===== config.mk =====
export PLATFORM = sky130hd
export DESIGN_NAME = psup_top
export DESIGN_NICKNAME = d
export VERILOG_FILES = /design/src/verilog/psup_pkg.sv /design/src/verilog/psup_top.sv
export SDC_FILE = /design/constraint.sdc
export NUM_CORES = 1
export LEC_CHECK = 0
export ABC_AREA = 1
export ABC_CLOCK_PERIOD_IN_PS = 7850
export BUFFER_PORTS_ARGS = -buffer_cell sky130_fd_sc_hd__buf_2
export CAP_MARGIN = 20
export CORE_MARGIN = 1.5
export CORE_UTILIZATION = 50
export DETAILED_ROUTE_END_ITERATION = 10
export PLACE_DENSITY = 0.69
export SYNTH_ARGS = -nofsm -noshare
export SYNTH_HDL_FRONTEND = slang
export SYNTH_SLANG_ARGS = --single-unit

===== constraint.sdc =====
create_clock -name mclk -period 7.85 [get_ports mclk]
set_input_delay 1.1775 -clock mclk [delete_from_list [all_inputs] [get_ports mclk]]
set_output_delay 1.1775 -clock mclk [all_outputs]
set_load 0.1 [all_outputs]

===== src/verilog/psup_pkg.sv =====
// psup_pkg: constants for the protection supervisor
// assumes a 20 MHz main clock; used by psup_top and its testbench
package psup_pkg;
    // ------------------------------------------------------------
    // status word layout
    // ------------------------------------------------------------
    localparam int STAT_W       = 16;
    localparam int BIT_ACTIVE   = 7;
    localparam int BIT_LMG      = 6;
    localparam int BIT_FB       = 5;
    localparam int BIT_PF       = 4;
    localparam int IDX_MSB      = 3;
    localparam int SYS_MSB      = 6;
    localparam logic [6:0] CODE_NONE   = 7'h00;
    localparam logic [6:0] CODE_PARITY = 7'h45;
    localparam logic [6:0] CODE_WDOG   = 7'h46;
    localparam logic [6:0] CODE_CLKCHK = 7'h47;
    localparam logic [15:0] STAT_RESET = 16'h0000;
    // ------------------------------------------------------------
    // timing
    // ------------------------------------------------------------
    localparam int CLK_MHZ      = 20;
    localparam int STEP_US      = 160;  // 4 * 40 us
    localparam int STEP_CYC     = STEP_US * CLK_MHZ;
    localparam int BLANK_US     = 100;
    localparam int BLANK_CYC    = BLANK_US * CLK_MHZ;
    localparam int WDOG_US      = 10000;
    localparam int WDOG_CYC     = WDOG_US * CLK_MHZ;
    localparam int TASK_US      = 10000;
    localparam int TASK_CYC     = TASK_US * CLK_MHZ;
    // ------------------------------------------------------------
    // reaction choices
    // ------------------------------------------------------------
    localparam logic [1:0] RX_AUTO  = 2'h0;
    localparam logic [1:0] RX_FAST  = 2'h1;
    localparam logic [1:0] RX_LATCH = 2'h2;
    localparam logic [1:0] RX_STOP  = 2'h3;
    // fault owner stage
    localparam logic [1:0] OWN_PF   = 2'h0;
    localparam logic [1:0] OWN_FB   = 2'h1;
    localparam logic [1:0] OWN_ALL  = 2'h2;
    typedef enum logic [2:0] {
        ST_OFF, ST_RUN, ST_OWNER, ST_OTHERS, ST_LATCHED, ST_STOPPED,
        ST_WAIT
    } psup_state_e;
endpackage


===== src/verilog/psup_top.sv =====
// psup_top: protection status encoding and reaction sequencing
// assumes analog comparator levels arrive asynchronously on pins and
// that firmware sidebands (kicks, crc result) come from mclk logic
`timescale 1ns/10ps

// Functional notes
// - bits 6,5,4 flag nonzero light, flyback, power-factor fault words
// - bits 3..0 hold index of a set bit in a fault word
// - with several bits set, report only the first found
// - low seven bits: 45 parity, 46 watchdog, 47 clock check
// - overtemperature from sensor above trip or thermistor below trip
// - auto restart waits for temperature and thermistor release
// - latched overtemperature restarts only after power cycle with sensor not above trip
// - supply lockout with enable and lower disable hysteresis
// - supply overvoltage after blanking time
// - supply overvoltage reaction always stop
// - supply undervoltage after blanking time
// - watchdog fault when firmware misses service period
// - memory parity mismatch raises a fault
// - clock check fault on any failed oscillator
// - crc over firmware and parameters checked at every startup
// - task monitor fault when tasks do not run
// - temperature, undervoltage, stage and system faults each have a selectable reaction
// - supply and temperature faults trigger only after condition outlasts blanking time
// - owner gate off within 160 us, others within further 160 us
// - latch reaction ends latched off
// - stop reaction halts into uart parametrization state
// - auto restarts wait configured restart time in power saving
// - bit 7 high while a reaction is in progress
module psup_top #(
    parameter int FLAG_W       = 16,
    parameter int N_OSC        = 2,
    parameter int RST_CYC      = 20000000,
    parameter int FAST_CYC     = 2000000,
    parameter int BLANK_CYCLES = psup_pkg::BLANK_CYC,
    parameter int WDOG_CYCLES  = psup_pkg::WDOG_CYC,
    parameter int TASK_CYCLES  = psup_pkg::TASK_CYC,
    parameter int STEP_CYCLES  = psup_pkg::STEP_CYC
) (
    // clock and reset
    input  wire logic              mclk,
    input  wire logic              rst,
    // stage fault words
    input  wire logic [FLAG_W-1:0] power_factor_fault_flags,
    input  wire logic [FLAG_W-1:0] flyback_fault_flags,
    input  wire logic [FLAG_W-1:0] light_management_fault_flags,
    input  wire logic [1:0]        stage_react,
    // analog comparator pins
    input  wire logic              temp_over_trip,
    input  wire logic              temp_below_release,
    input  wire logic              therm_below_trip,
    input  wire logic              therm_above_release,
    input  wire logic              supply_above_enable_level,
    input  wire logic              supply_above_disable_level,
    input  wire logic              supply_above_high_limit,
    input  wire logic              supply_below_low_limit,
    input  wire logic              power_cycled,
    // firmware integrity sidebands
    input  wire logic              wdog_kick,
    input  wire logic              task_tick,
    input  wire logic              parity_error,
    input  wire logic [N_OSC-1:0]  osc_alive,
    input  wire logic              crc_done,
    input  wire logic              crc_ok,
    // reaction configuration
    input  wire logic [1:0]        temp_react,
    input  wire logic [1:0]        uv_react,
    input  wire logic [1:0]        sys_react,
    // outputs
    output logic [15:0]            protection_status_word,
    output logic                   gate_drive_pf_en,
    output logic                   gate_drive_fb_en,
    output logic                   power_save,
    output logic                   uart_param_mode,
    output logic                   crc_fail
);
    initial begin
        if (FLAG_W < 1 || FLAG_W > 16 || N_OSC < 1 || STEP_CYCLES < 1)
            $error("psup_top: unsupported parameter values");
    end

    // ------------------------------------------------------------
    // pin synchronisers
    // ------------------------------------------------------------
    localparam int NP = 9;
    logic [NP-1:0] pin_raw, sync1_ff, sync2_ff;
    assign pin_raw = {temp_over_trip, temp_below_release, therm_below_trip,
                      therm_above_release, supply_above_enable_level,
                      supply_above_disable_level, supply_above_high_limit,
                      supply_below_low_limit, power_cycled};
    // two flops on each async pin
    always_ff @(posedge mclk) begin
        sync1_ff <= pin_raw;
        sync2_ff <= sync1_ff;
    end
    wire t_hot   = sync2_ff[8];
    wire t_cool  = sync2_ff[7];
    wire n_hot   = sync2_ff[6];
    wire n_cool  = sync2_ff[5];
    wire v_en    = sync2_ff[4];
    wire v_dis   = sync2_ff[3];
    wire v_ov    = sync2_ff[2];
    wire v_uv    = sync2_ff[1];
    wire pwr_cyc = sync2_ff[0];

    // ------------------------------------------------------------
    // supply lockout and blanking
    // ------------------------------------------------------------
    logic supply_ok_ff;
    // hysteresis between enable and disable levels
    always_ff @(posedge mclk) begin
        if (rst) supply_ok_ff <= 1'b0;
        else if (v_en) supply_ok_ff <= 1'b1;
        else if (!v_dis) supply_ok_ff <= 1'b0;
    end

    // blanking counters: 0 overvoltage, 1 undervoltage, 2 temperature
    wire [2:0] cond = {t_hot | n_hot, v_uv, v_ov};
    logic [2:0] trig;
    genvar g;
    generate
        for (g = 0; g < 3; g++) begin : g_blank
            logic [31:0] bcnt_ff;
            // count while condition holds, trip past blanking time
            always_ff @(posedge mclk) begin
                if (rst || !cond[g]) bcnt_ff <= 32'h0;
                else if (bcnt_ff <= 32'(BLANK_CYCLES))
                    bcnt_ff <= bcnt_ff + 32'h1;
            end
            assign trig[g] = bcnt_ff > 32'(BLANK_CYCLES);
        end
    endgenerate

    // ------------------------------------------------------------
    // firmware integrity monitors
    // ------------------------------------------------------------
    logic [31:0] wdog_ff, task_ff;
    logic        parity_ff, clk_fail_ff, crc_fail_ff;
    // service timers for watchdog and task monitor
    always_ff @(posedge mclk) begin
        if (rst || wdog_kick) wdog_ff <= 32'h0;
        else if (wdog_ff <= 32'(WDOG_CYCLES)) wdog_ff <= wdog_ff + 32'h1;
        if (rst || task_tick) task_ff <= 32'h0;
        else if (task_ff <= 32'(TASK_CYCLES)) task_ff <= task_ff + 32'h1;
    end
    wire wdog_err = wdog_ff > 32'(WDOG_CYCLES);
    wire task_err = task_ff > 32'(TASK_CYCLES);
    // sticky parity, clock and crc faults
    always_ff @(posedge mclk) begin
        if (rst) begin
            parity_ff   <= 1'b0;
            clk_fail_ff <= 1'b0;
            crc_fail_ff <= 1'b0;
        end else begin
            if (parity_error) parity_ff <= 1'b1;
            if (!(&osc_alive)) clk_fail_ff <= 1'b1;
            if (crc_done && !crc_ok) crc_fail_ff <= 1'b1;
        end
    end
    assign crc_fail = crc_fail_ff;

    // ------------------------------------------------------------
    // status encoding
    // ------------------------------------------------------------
    wire pf_any = |power_factor_fault_flags;
    wire fb_any = |flyback_fault_flags;
    wire lm_any = |light_management_fault_flags;
    wire [FLAG_W-1:0] srch = pf_any ? power_factor_fault_flags :
                             fb_any ? flyback_fault_flags :
                             light_management_fault_flags;
    logic [3:0] first_idx;
    // lowest set bit of the first nonzero word wins
    always_comb begin
        first_idx = 4'h0;
        for (int i = FLAG_W - 1; i >= 0; i--)
            if (srch[i]) first_idx = 4'(i);
    end
    wire sys_any = parity_ff | wdog_err | clk_fail_ff;
    wire [6:0] sys_code = parity_ff   ? psup_pkg::CODE_PARITY :
                          wdog_err    ? psup_pkg::CODE_WDOG :
                          clk_fail_ff ? psup_pkg::CODE_CLKCHK :
                          psup_pkg::CODE_NONE;
    wire [6:0] low7 = sys_any ? sys_code :
                      {lm_any, fb_any, pf_any, first_idx};

    // ------------------------------------------------------------
    // reaction sequencer
    // ------------------------------------------------------------
    psup_pkg::psup_state_e st_ff, nxt_st;
    logic [31:0] tmr_ff, nxt_tmr;
    logic [1:0]  rx_ff, own_ff, nxt_rx, nxt_own;
    logic        tmp_ff, nxt_tmp;
    wire stage_err = pf_any | fb_any | lm_any;
    wire any_trig  = trig[0] | trig[1] | trig[2] | stage_err | sys_any |
                     task_err | crc_fail_ff;
    // pick reaction of the highest-priority active fault
    assign nxt_rx  = trig[0] ? psup_pkg::RX_STOP :
                     trig[2] ? temp_react :
                     trig[1] ? uv_react :
                     stage_err ? stage_react : sys_react;
    // supply, temperature and system faults stop both stages at once
    wire gen_err = trig[0] | trig[1] | trig[2] | sys_any;
    assign nxt_own = gen_err ? psup_pkg::OWN_ALL :
                     pf_any  ? psup_pkg::OWN_PF :
                     fb_any  ? psup_pkg::OWN_FB : psup_pkg::OWN_ALL;
    wire step_done = tmr_ff >= 32'(STEP_CYCLES - 1);
    wire wait_done = tmr_ff >= ((rx_ff == psup_pkg::RX_FAST) ?
                     32'(FAST_CYC - 1) : 32'(RST_CYC - 1));
    wire temp_clear = t_cool && n_cool;

    // next-state decode
    always_comb begin
        nxt_st  = st_ff;
        nxt_tmr = tmr_ff + 32'h1;
        nxt_tmp = tmp_ff;
        unique case (st_ff)
            psup_pkg::ST_OFF: begin
                nxt_tmr = 32'h0;
                if (supply_ok_ff && !crc_fail_ff) nxt_st = psup_pkg::ST_RUN;
            end
            psup_pkg::ST_RUN: begin
                nxt_tmr = 32'h0;
                nxt_tmp = trig[2];
                if (!supply_ok_ff) nxt_st = psup_pkg::ST_OFF;
                else if (any_trig) nxt_st = psup_pkg::ST_OWNER;
            end
            psup_pkg::ST_OWNER: if (step_done) begin
                nxt_st  = psup_pkg::ST_OTHERS;
                nxt_tmr = 32'h0;
            end
            psup_pkg::ST_OTHERS: if (step_done) begin
                nxt_tmr = 32'h0;
                unique case (rx_ff)
                    psup_pkg::RX_LATCH: nxt_st = psup_pkg::ST_LATCHED;
                    psup_pkg::RX_STOP:  nxt_st = psup_pkg::ST_STOPPED;
                    default:            nxt_st = psup_pkg::ST_WAIT;
                endcase
            end
            psup_pkg::ST_WAIT: begin
                if (wait_done && (!tmp_ff || temp_clear))
                    nxt_st = psup_pkg::ST_OFF;
                else if (wait_done) nxt_tmr = tmr_ff;
            end
            psup_pkg::ST_LATCHED: begin
                nxt_tmr = 32'h0;
                if (pwr_cyc && !t_hot) nxt_st = psup_pkg::ST_OFF;
            end
            psup_pkg::ST_STOPPED: nxt_tmr = 32'h0;
        endcase
    end

    // state, timer and captured reaction
    always_ff @(posedge mclk) begin
        if (rst) begin
            st_ff  <= psup_pkg::ST_OFF;
            tmr_ff <= 32'h0;
            rx_ff  <= psup_pkg::RX_AUTO;
            own_ff <= psup_pkg::OWN_ALL;
            tmp_ff <= 1'b0;
        end else begin
            st_ff  <= nxt_st;
            tmr_ff <= nxt_tmr;
            tmp_ff <= nxt_tmp;
            if (st_ff == psup_pkg::ST_RUN) begin
                rx_ff  <= nxt_rx;
                own_ff <= nxt_own;
            end
        end
    end

    // ------------------------------------------------------------
    // registered outputs
    // ------------------------------------------------------------
    wire in_run  = nxt_st == psup_pkg::ST_RUN;
    wire in_own  = nxt_st == psup_pkg::ST_OWNER;
    wire busy    = !(nxt_st == psup_pkg::ST_RUN ||
                     nxt_st == psup_pkg::ST_OFF);
    // fresh owner on the entry edge, so the healthy gate never blinks off
    wire [1:0] own_sel = (st_ff == psup_pkg::ST_RUN) ? nxt_own : own_ff;
    wire nxt_pf  = in_run || (in_own && own_sel == psup_pkg::OWN_FB);
    wire nxt_fb  = in_run || (in_own && own_sel == psup_pkg::OWN_PF);
    always_ff @(posedge mclk) begin
        if (rst) begin
            protection_status_word <= psup_pkg::STAT_RESET;
            gate_drive_pf_en       <= 1'b0;
            gate_drive_fb_en       <= 1'b0;
            power_save             <= 1'b0;
            uart_param_mode        <= 1'b0;
        end else begin
            protection_status_word <= {8'h00, busy, low7};
            gate_drive_pf_en <= nxt_pf;
            gate_drive_fb_en <= nxt_fb;
            power_save <= nxt_st == psup_pkg::ST_WAIT;
            uart_param_mode <= nxt_st == psup_pkg::ST_STOPPED;
        end
    end
endmodule


* Word-level counts from Yosys, hierarchy flattened
Cells that the tools add are included.
** Cells by class
- $add $sub $neg :: 6
- Order comparisons :: 12
- Eq/ne operators :: 16
- Multiplexer cells :: 46
- Bitwise logic cells :: 12
- Reduce and logical (&&, ||, !) cells :: 33
** Operators by type and width (number)
- $add 32x1->32 const B :: 6
- $gt 32x11->1 const B :: 3
- $le 32x11->1 const B :: 3
- $mux 32 :: 3
- $pmux 32 s3 :: 1
- $gt 32x18->1 const B :: 2
- $le 32x18->1 const B :: 2
- $mux 4 :: 16
- $reduce_or 16->1 :: 3
- $ge 32x12->1 const B :: 1
- $ge 32x25->1 :: 1
- $mux 16 :: 2
- $mux 7 :: 4
- $mux 25 :: 1
- $mux 3 :: 7
- $pmux 3 s6 :: 1
- $mux 2 :: 8
- $eq 3x3->1 const B :: 5
- $or 1x1->1 :: 12
- $eq 3x2->1 const B :: 3
- $logic_or 1x1->1 :: 9
- $logic_not 1->1 :: 8
- $logic_and 1x1->1 :: 7
- $eq 3x1->1 const B :: 2
- 11 further kinds :: 15
** Storage, ports and cells
- Register bits :: 242
- Input bits :: 74
- Output and inout bits :: 21
- Word-level logic and storage cells :: 147

* Depth between registers and ports, before layout
- Depth after elaboration :: 20
- Mapped depth :: 24
- Depth with buffers taken out :: 24

* Worst setup path after synthesis
No wires, ideal clock.
- Path type :: input-to-reg
- From :: input port flyback_fault_flags[2]
- To :: register protection_status_word[0]
- Arrival :: 2655 ps
- Data required time :: 7718 ps
- Path slack :: 5063 ps
- Stages on the path :: 17
- Buffers on the path :: 1
- Cell sequence :: nor2_1 nand2_1 nor2_2 nand2_2 inv_2 nor2_2 buf_2 a221oi_1 nand2_1 nand2_1 nand2_1 nand2_1 nand2_1 nand2_1 nand2_1 nand3_1 a21oi_1
** Between the ends
- Longest elaborated chain between the ends :: 20
** RTL lines
- start, declared :: line psup_top.sv:45 : input wire logic [FLAG_W-1:0] flyback_fault_flags,
- $reduce_or 16->1 :: line psup_top.sv:166 : wire fb_any = |flyback_fault_flags;
- $mux 16 (*) :: line psup_top.sv:169 : fb_any ? flyback_fault_flags :
- $mux 16 (*) :: line psup_top.sv:168 : wire [FLAG_W-1:0] srch = pf_any ? power_factor_fault_flags :
- $mux 4 (15 in a row) :: line psup_top.sv:176 : if (srch[i]) first_idx = 4'(i);
- $mux 4 (*) :: line psup_top.sv:176
- $mux 7 (*) :: line psup_top.sv:183 : wire [6:0] low7 = sys_any ? sys_code :
- end signal, assigned :: line psup_top.sv:284 : protection_status_word <= psup_pkg::STAT_RESET;
- end signal, assigned :: line psup_top.sv:290 : protection_status_word <= {8'h00, busy, low7};
- end, declared :: line psup_top.sv:70 : output logic [15:0] protection_status_word,
Every way passes the cells marked *; elsewhere a longest branch is shown, timed or not.
A chain may end at the register's enable or synchronous reset.

* Worst setup path in the final report
- From :: register rx_ff[0]
- To :: register tmr_ff[13]
** Between the ends
- Longest elaborated chain between the ends :: 6
- Elaborated cells between the ends (all ways) :: 7
** RTL lines
- start, declared :: line psup_top.sv:191 : logic [1:0] rx_ff, own_ff, nxt_rx, nxt_own;
- start signal, assigned :: line psup_top.sv:257 : rx_ff <= psup_pkg::RX_AUTO;
- start signal, assigned :: line psup_top.sv:265 : rx_ff <= nxt_rx;
- $eq 2x1->1 (*) :: line psup_top.sv:207 : wire wait_done = tmr_ff >= ((rx_ff == psup_pkg::RX_FAST) ?
- $mux 25 (*) :: line psup_top.sv:207
- $ge 32x25->1 (*) :: line psup_top.sv:207
- $logic_and 1x1->1 :: line psup_top.sv:240 : if (wait_done && (!tmp_ff || temp_clear))
- $mux 32 :: line psup_top.sv:240
- $pmux 32 s3 :: line psup_top.sv:216 : unique case (st_ff)
- end signal, assigned :: line psup_top.sv:262 : tmr_ff <= nxt_tmr;
- end, declared :: line psup_top.sv:190 : logic [31:0] tmr_ff, nxt_tmr;
Marked as above.

==> reports/metrics.yaml <==
outcome:
  run_status: "completed"
clock_network:
  cts_buffer_depth: 3
  postCtsHoldBufs: 0
  numCtsBuffers: 24
  post-cts-setup-buffer-count: 0
  clkLatencyLatePin_ps: 510
  cts_sinks: 234
  h-tree-depth: 1
  cts_resized: 0
  clock-root-buffer: "clkbuf_16"
  cts_tree: "built"
  cts.clk_slew.worst_paths_ps: 60
yosys:
  syn_area_um2: 10100
  synth_ff_type: "dfxtp_1"
  netlist_instances: 1353
  syn_area_per_cell_um2: 7.47
  synth_edf_count: 0
  netlist.area_leader.share_pct: 46.4
  synth_area_leader_cell: "dfxtp_1"
  ys_ff_latch: 234
  yosysSeqAreaShare_pct: 46.4
  synthTopCellsByArea: "dfxtp_1, inv_1, nor2_1, nand2_1, a21oi_1"
  ys_types: 52
  ys_async_sr_fraction_pct: 0
  yosysWarnings: 0
route:
  vias: 8660
  wl_met1_mm: 9.80
  dr.pass1.iters: 5
  finalWirelength_mm: 21.0
  wire_per_inst_um: 12.1
  highest_layer: "met4"
  wl_met3_um: 756
  drtIter0Drc: 512
  vias_per_cell: 5.01
  antenna_left: 0
  post-route-drc-count: 0
  route.met2.wl_mm: 9.73
floorplanning:
  die_w_um: 145
  pin_count: 95
  start_util_pct: 51.4
  die_h_um: 145
  rows: 51
  die_area_um2: 21100
  core_region_area_um2: 19700
timing:
  fin_tns_setup_ps: 0
  finalSetupViolations: 0
  max_freq_mhz: 298
  tightest_slew_ps: 891
  max_slew_margin_pct: 40.4
  rsz0062_at_grt: "false"
  finalHoldViolCount: 0
  period_needed_ps: 3360
  clock-skew-final_ps: 9.10
  finalMaxSlewViolations: 0
  fin_crit_sh_pct: 42.8
power:
  p_leak_nw: 4.68
  p_per_area_nw_per_um2: 223
  ir_drop_mv: 0.148
critical_path:
  startpoint_type: "flip-flop"
  cp_common_cell: "a21oi_1"
  required_ps: 8290
  cpPeakStageDelay_ps: 400
  worstSetupPathType: "flip-flop to flip-flop"
  cp_data_arrival_time_ps: 3800
  cp_cell_sequence: "inv_1 -> nor2_1 -> inv_1 -> ha_1 -> a21oi_1 -> o31ai_1 -> a211o_1 -> a21oi_1 -> nand2_1 -> nand3_2 -> nand2_1 -> nor2_2 -> nand2_2 -> nor2_2 -> o21ai_0 -> a21oi_1"
  critPathTopFamily: "simple AND/OR/NAND/NOR gates"
  end_kind: "flip-flop"
  crit_slowest_cell: "nor2_1"
  timing.critical_path.buf_inv: 2
  path_max_fanout: 22
global_routing:
  grt_pass1_wl_mm: 36.4
  grt_start_max_net_pins: 27
  grt_usage_pct: 20.1
  overflow: 0
  antenna_found_initial: 0
  grt_pass1_vias: 8131
final_layout:
  diodes: 0
  final_common_cell: "inv_1"
  fin_nets: 1542
  layout_common_cells: "inv_1, dfxtp_1, nor2_1"
  layout-drive-gt1-share_pct: 12.4
  fin_util_pct: 59.3
  syn_to_final_growth_pct: 15.3
placement:
  gp_congestion: 0.885
  portBuffers: 86
  dp_hpwl_mm: 15.5
min_path:
  min_path_type: "flip-flop to flip-flop"
flow_run:
  cap_violations: 0
==> Yosys cell counts, drive strengths merged, types with 2 or more instances <==
| library cell | instances |
|---|---|
| nor3 | 48 |
| inv | 252 |
| nand3 | 58 |
| and3 | 4 |
| a2bb2oi | 2 |
| ha | 21 |
| clkinv | 4 |
| a211o | 2 |
| dfxtp | 234 |
| or2 | 2 |
| o211ai | 3 |
| o31ai | 2 |
| o21a | 4 |
| o21ai | 61 |
| buf | 12 |
| nor4 | 28 |
| a211oi | 11 |
| a31oi | 8 |
| nand2 | 192 |
| nand4 | 40 |
| a221oi | 10 |
| a21oi | 96 |
| clkbuf | 14 |
| nor2 | 224 |
| o21bai | 4 |
| xor2 | 7 |
==> power breakdown <==
| part | switching, W | internal (W) |
|---|---|---|
| Sequential | 0.00000776 | 0.00120 |
| Clock | 0.000450 | 0.000800 |
| Combinational | 0.000100 | 0.0000364 |
==> logic make-up (layout without fill, tap and decap cells) <==
logic type / Yosys count / count (layout) / synth area share (%)
and+or+nand+nor: 599 / 599 / 27.6
DFF: 234 / 234 / 46.4
adders and majority gates: 21 / 21 / 2.60
xor gates and xnor gates: 7 / 7 / 0.607
other: 1 / 8 / 0.0371
buffers and inverters: 282 / 387 / 10.8
AOI/OAI and AO/OA: 209 / 209 / 12.0
==> flip-flops by register name, indices dropped and copies added, names as in the netlist, 2 cells and up <==
name	flops
g_blank.bcnt_ff	96
own_ff	2
protection_status_word	8
rx_ff	2
st_ff	3
sync1_ff	9
sync2_ff	9
task_ff	32
tmr_ff	32
wdog_ff	32
==> path summary, 6_finish.rpt <==
check / end / slack, ps / startpoint / depth (start not counted)
worst max-delay path: tmr_ff[13]$_SDFFE_PP0P_ / 4490 / rx_ff[0]$_SDFFE_PP0N_ / 16
worst max register to register: tmr_ff[13]$_SDFFE_PP0P_ / 4490 / rx_ff[0]$_SDFFE_PP0N_ / 16
worst min register to register: sync2_ff[7]$_DFF_P_ / 330 / sync1_ff[7]$_DFF_P_ / 0
worst min-delay path: sync2_ff[7]$_DFF_P_ / 330 / sync1_ff[7]$_DFF_P_ / 0
==> routing by layer <==
metal | vias to the layer above | track usage [%]
met2 | 166 | 33.6
met4 | 0 | 7.86
li1 | 4550 | -
met1 | 3887 | 26.2
met5 | - | 0
met3 | 57 | 3.05
==> metrics by stage <==
step	worst slack, ps	hold slack, ps	power [W]	cell area (um2)	std cells
final	4490	328	0.00260	11700	1730
after global routing	4120	335	0.00269	11700	1730
after global placement	4430	312	0.00137	10800	1686
after floorplan	5060	310	0.00133	10100	1360
after CTS	4500	332	0.00262	11700	1730
after detailed placement	4450	317	0.00137	10800	1686
==> worst register-to-register path, delay by kind of cell, from the launching register on <==
kind            cells  cell delay [ps]
buf+inv             2              250
fa+ha+maj           1              340
simple gates        7             1430
compound gates      6              930
flops               1              340
==> final cells by class <==
class,instances,area [um2]
multi-input combinational,844,4350
clock inverter,10,204
fill,1879,8000
inverter,256,962
tap,265,332
sequential,234,4680
clock buffer,34,679
timing repair buffer,87,438
(Power assumes the default switching activity.)
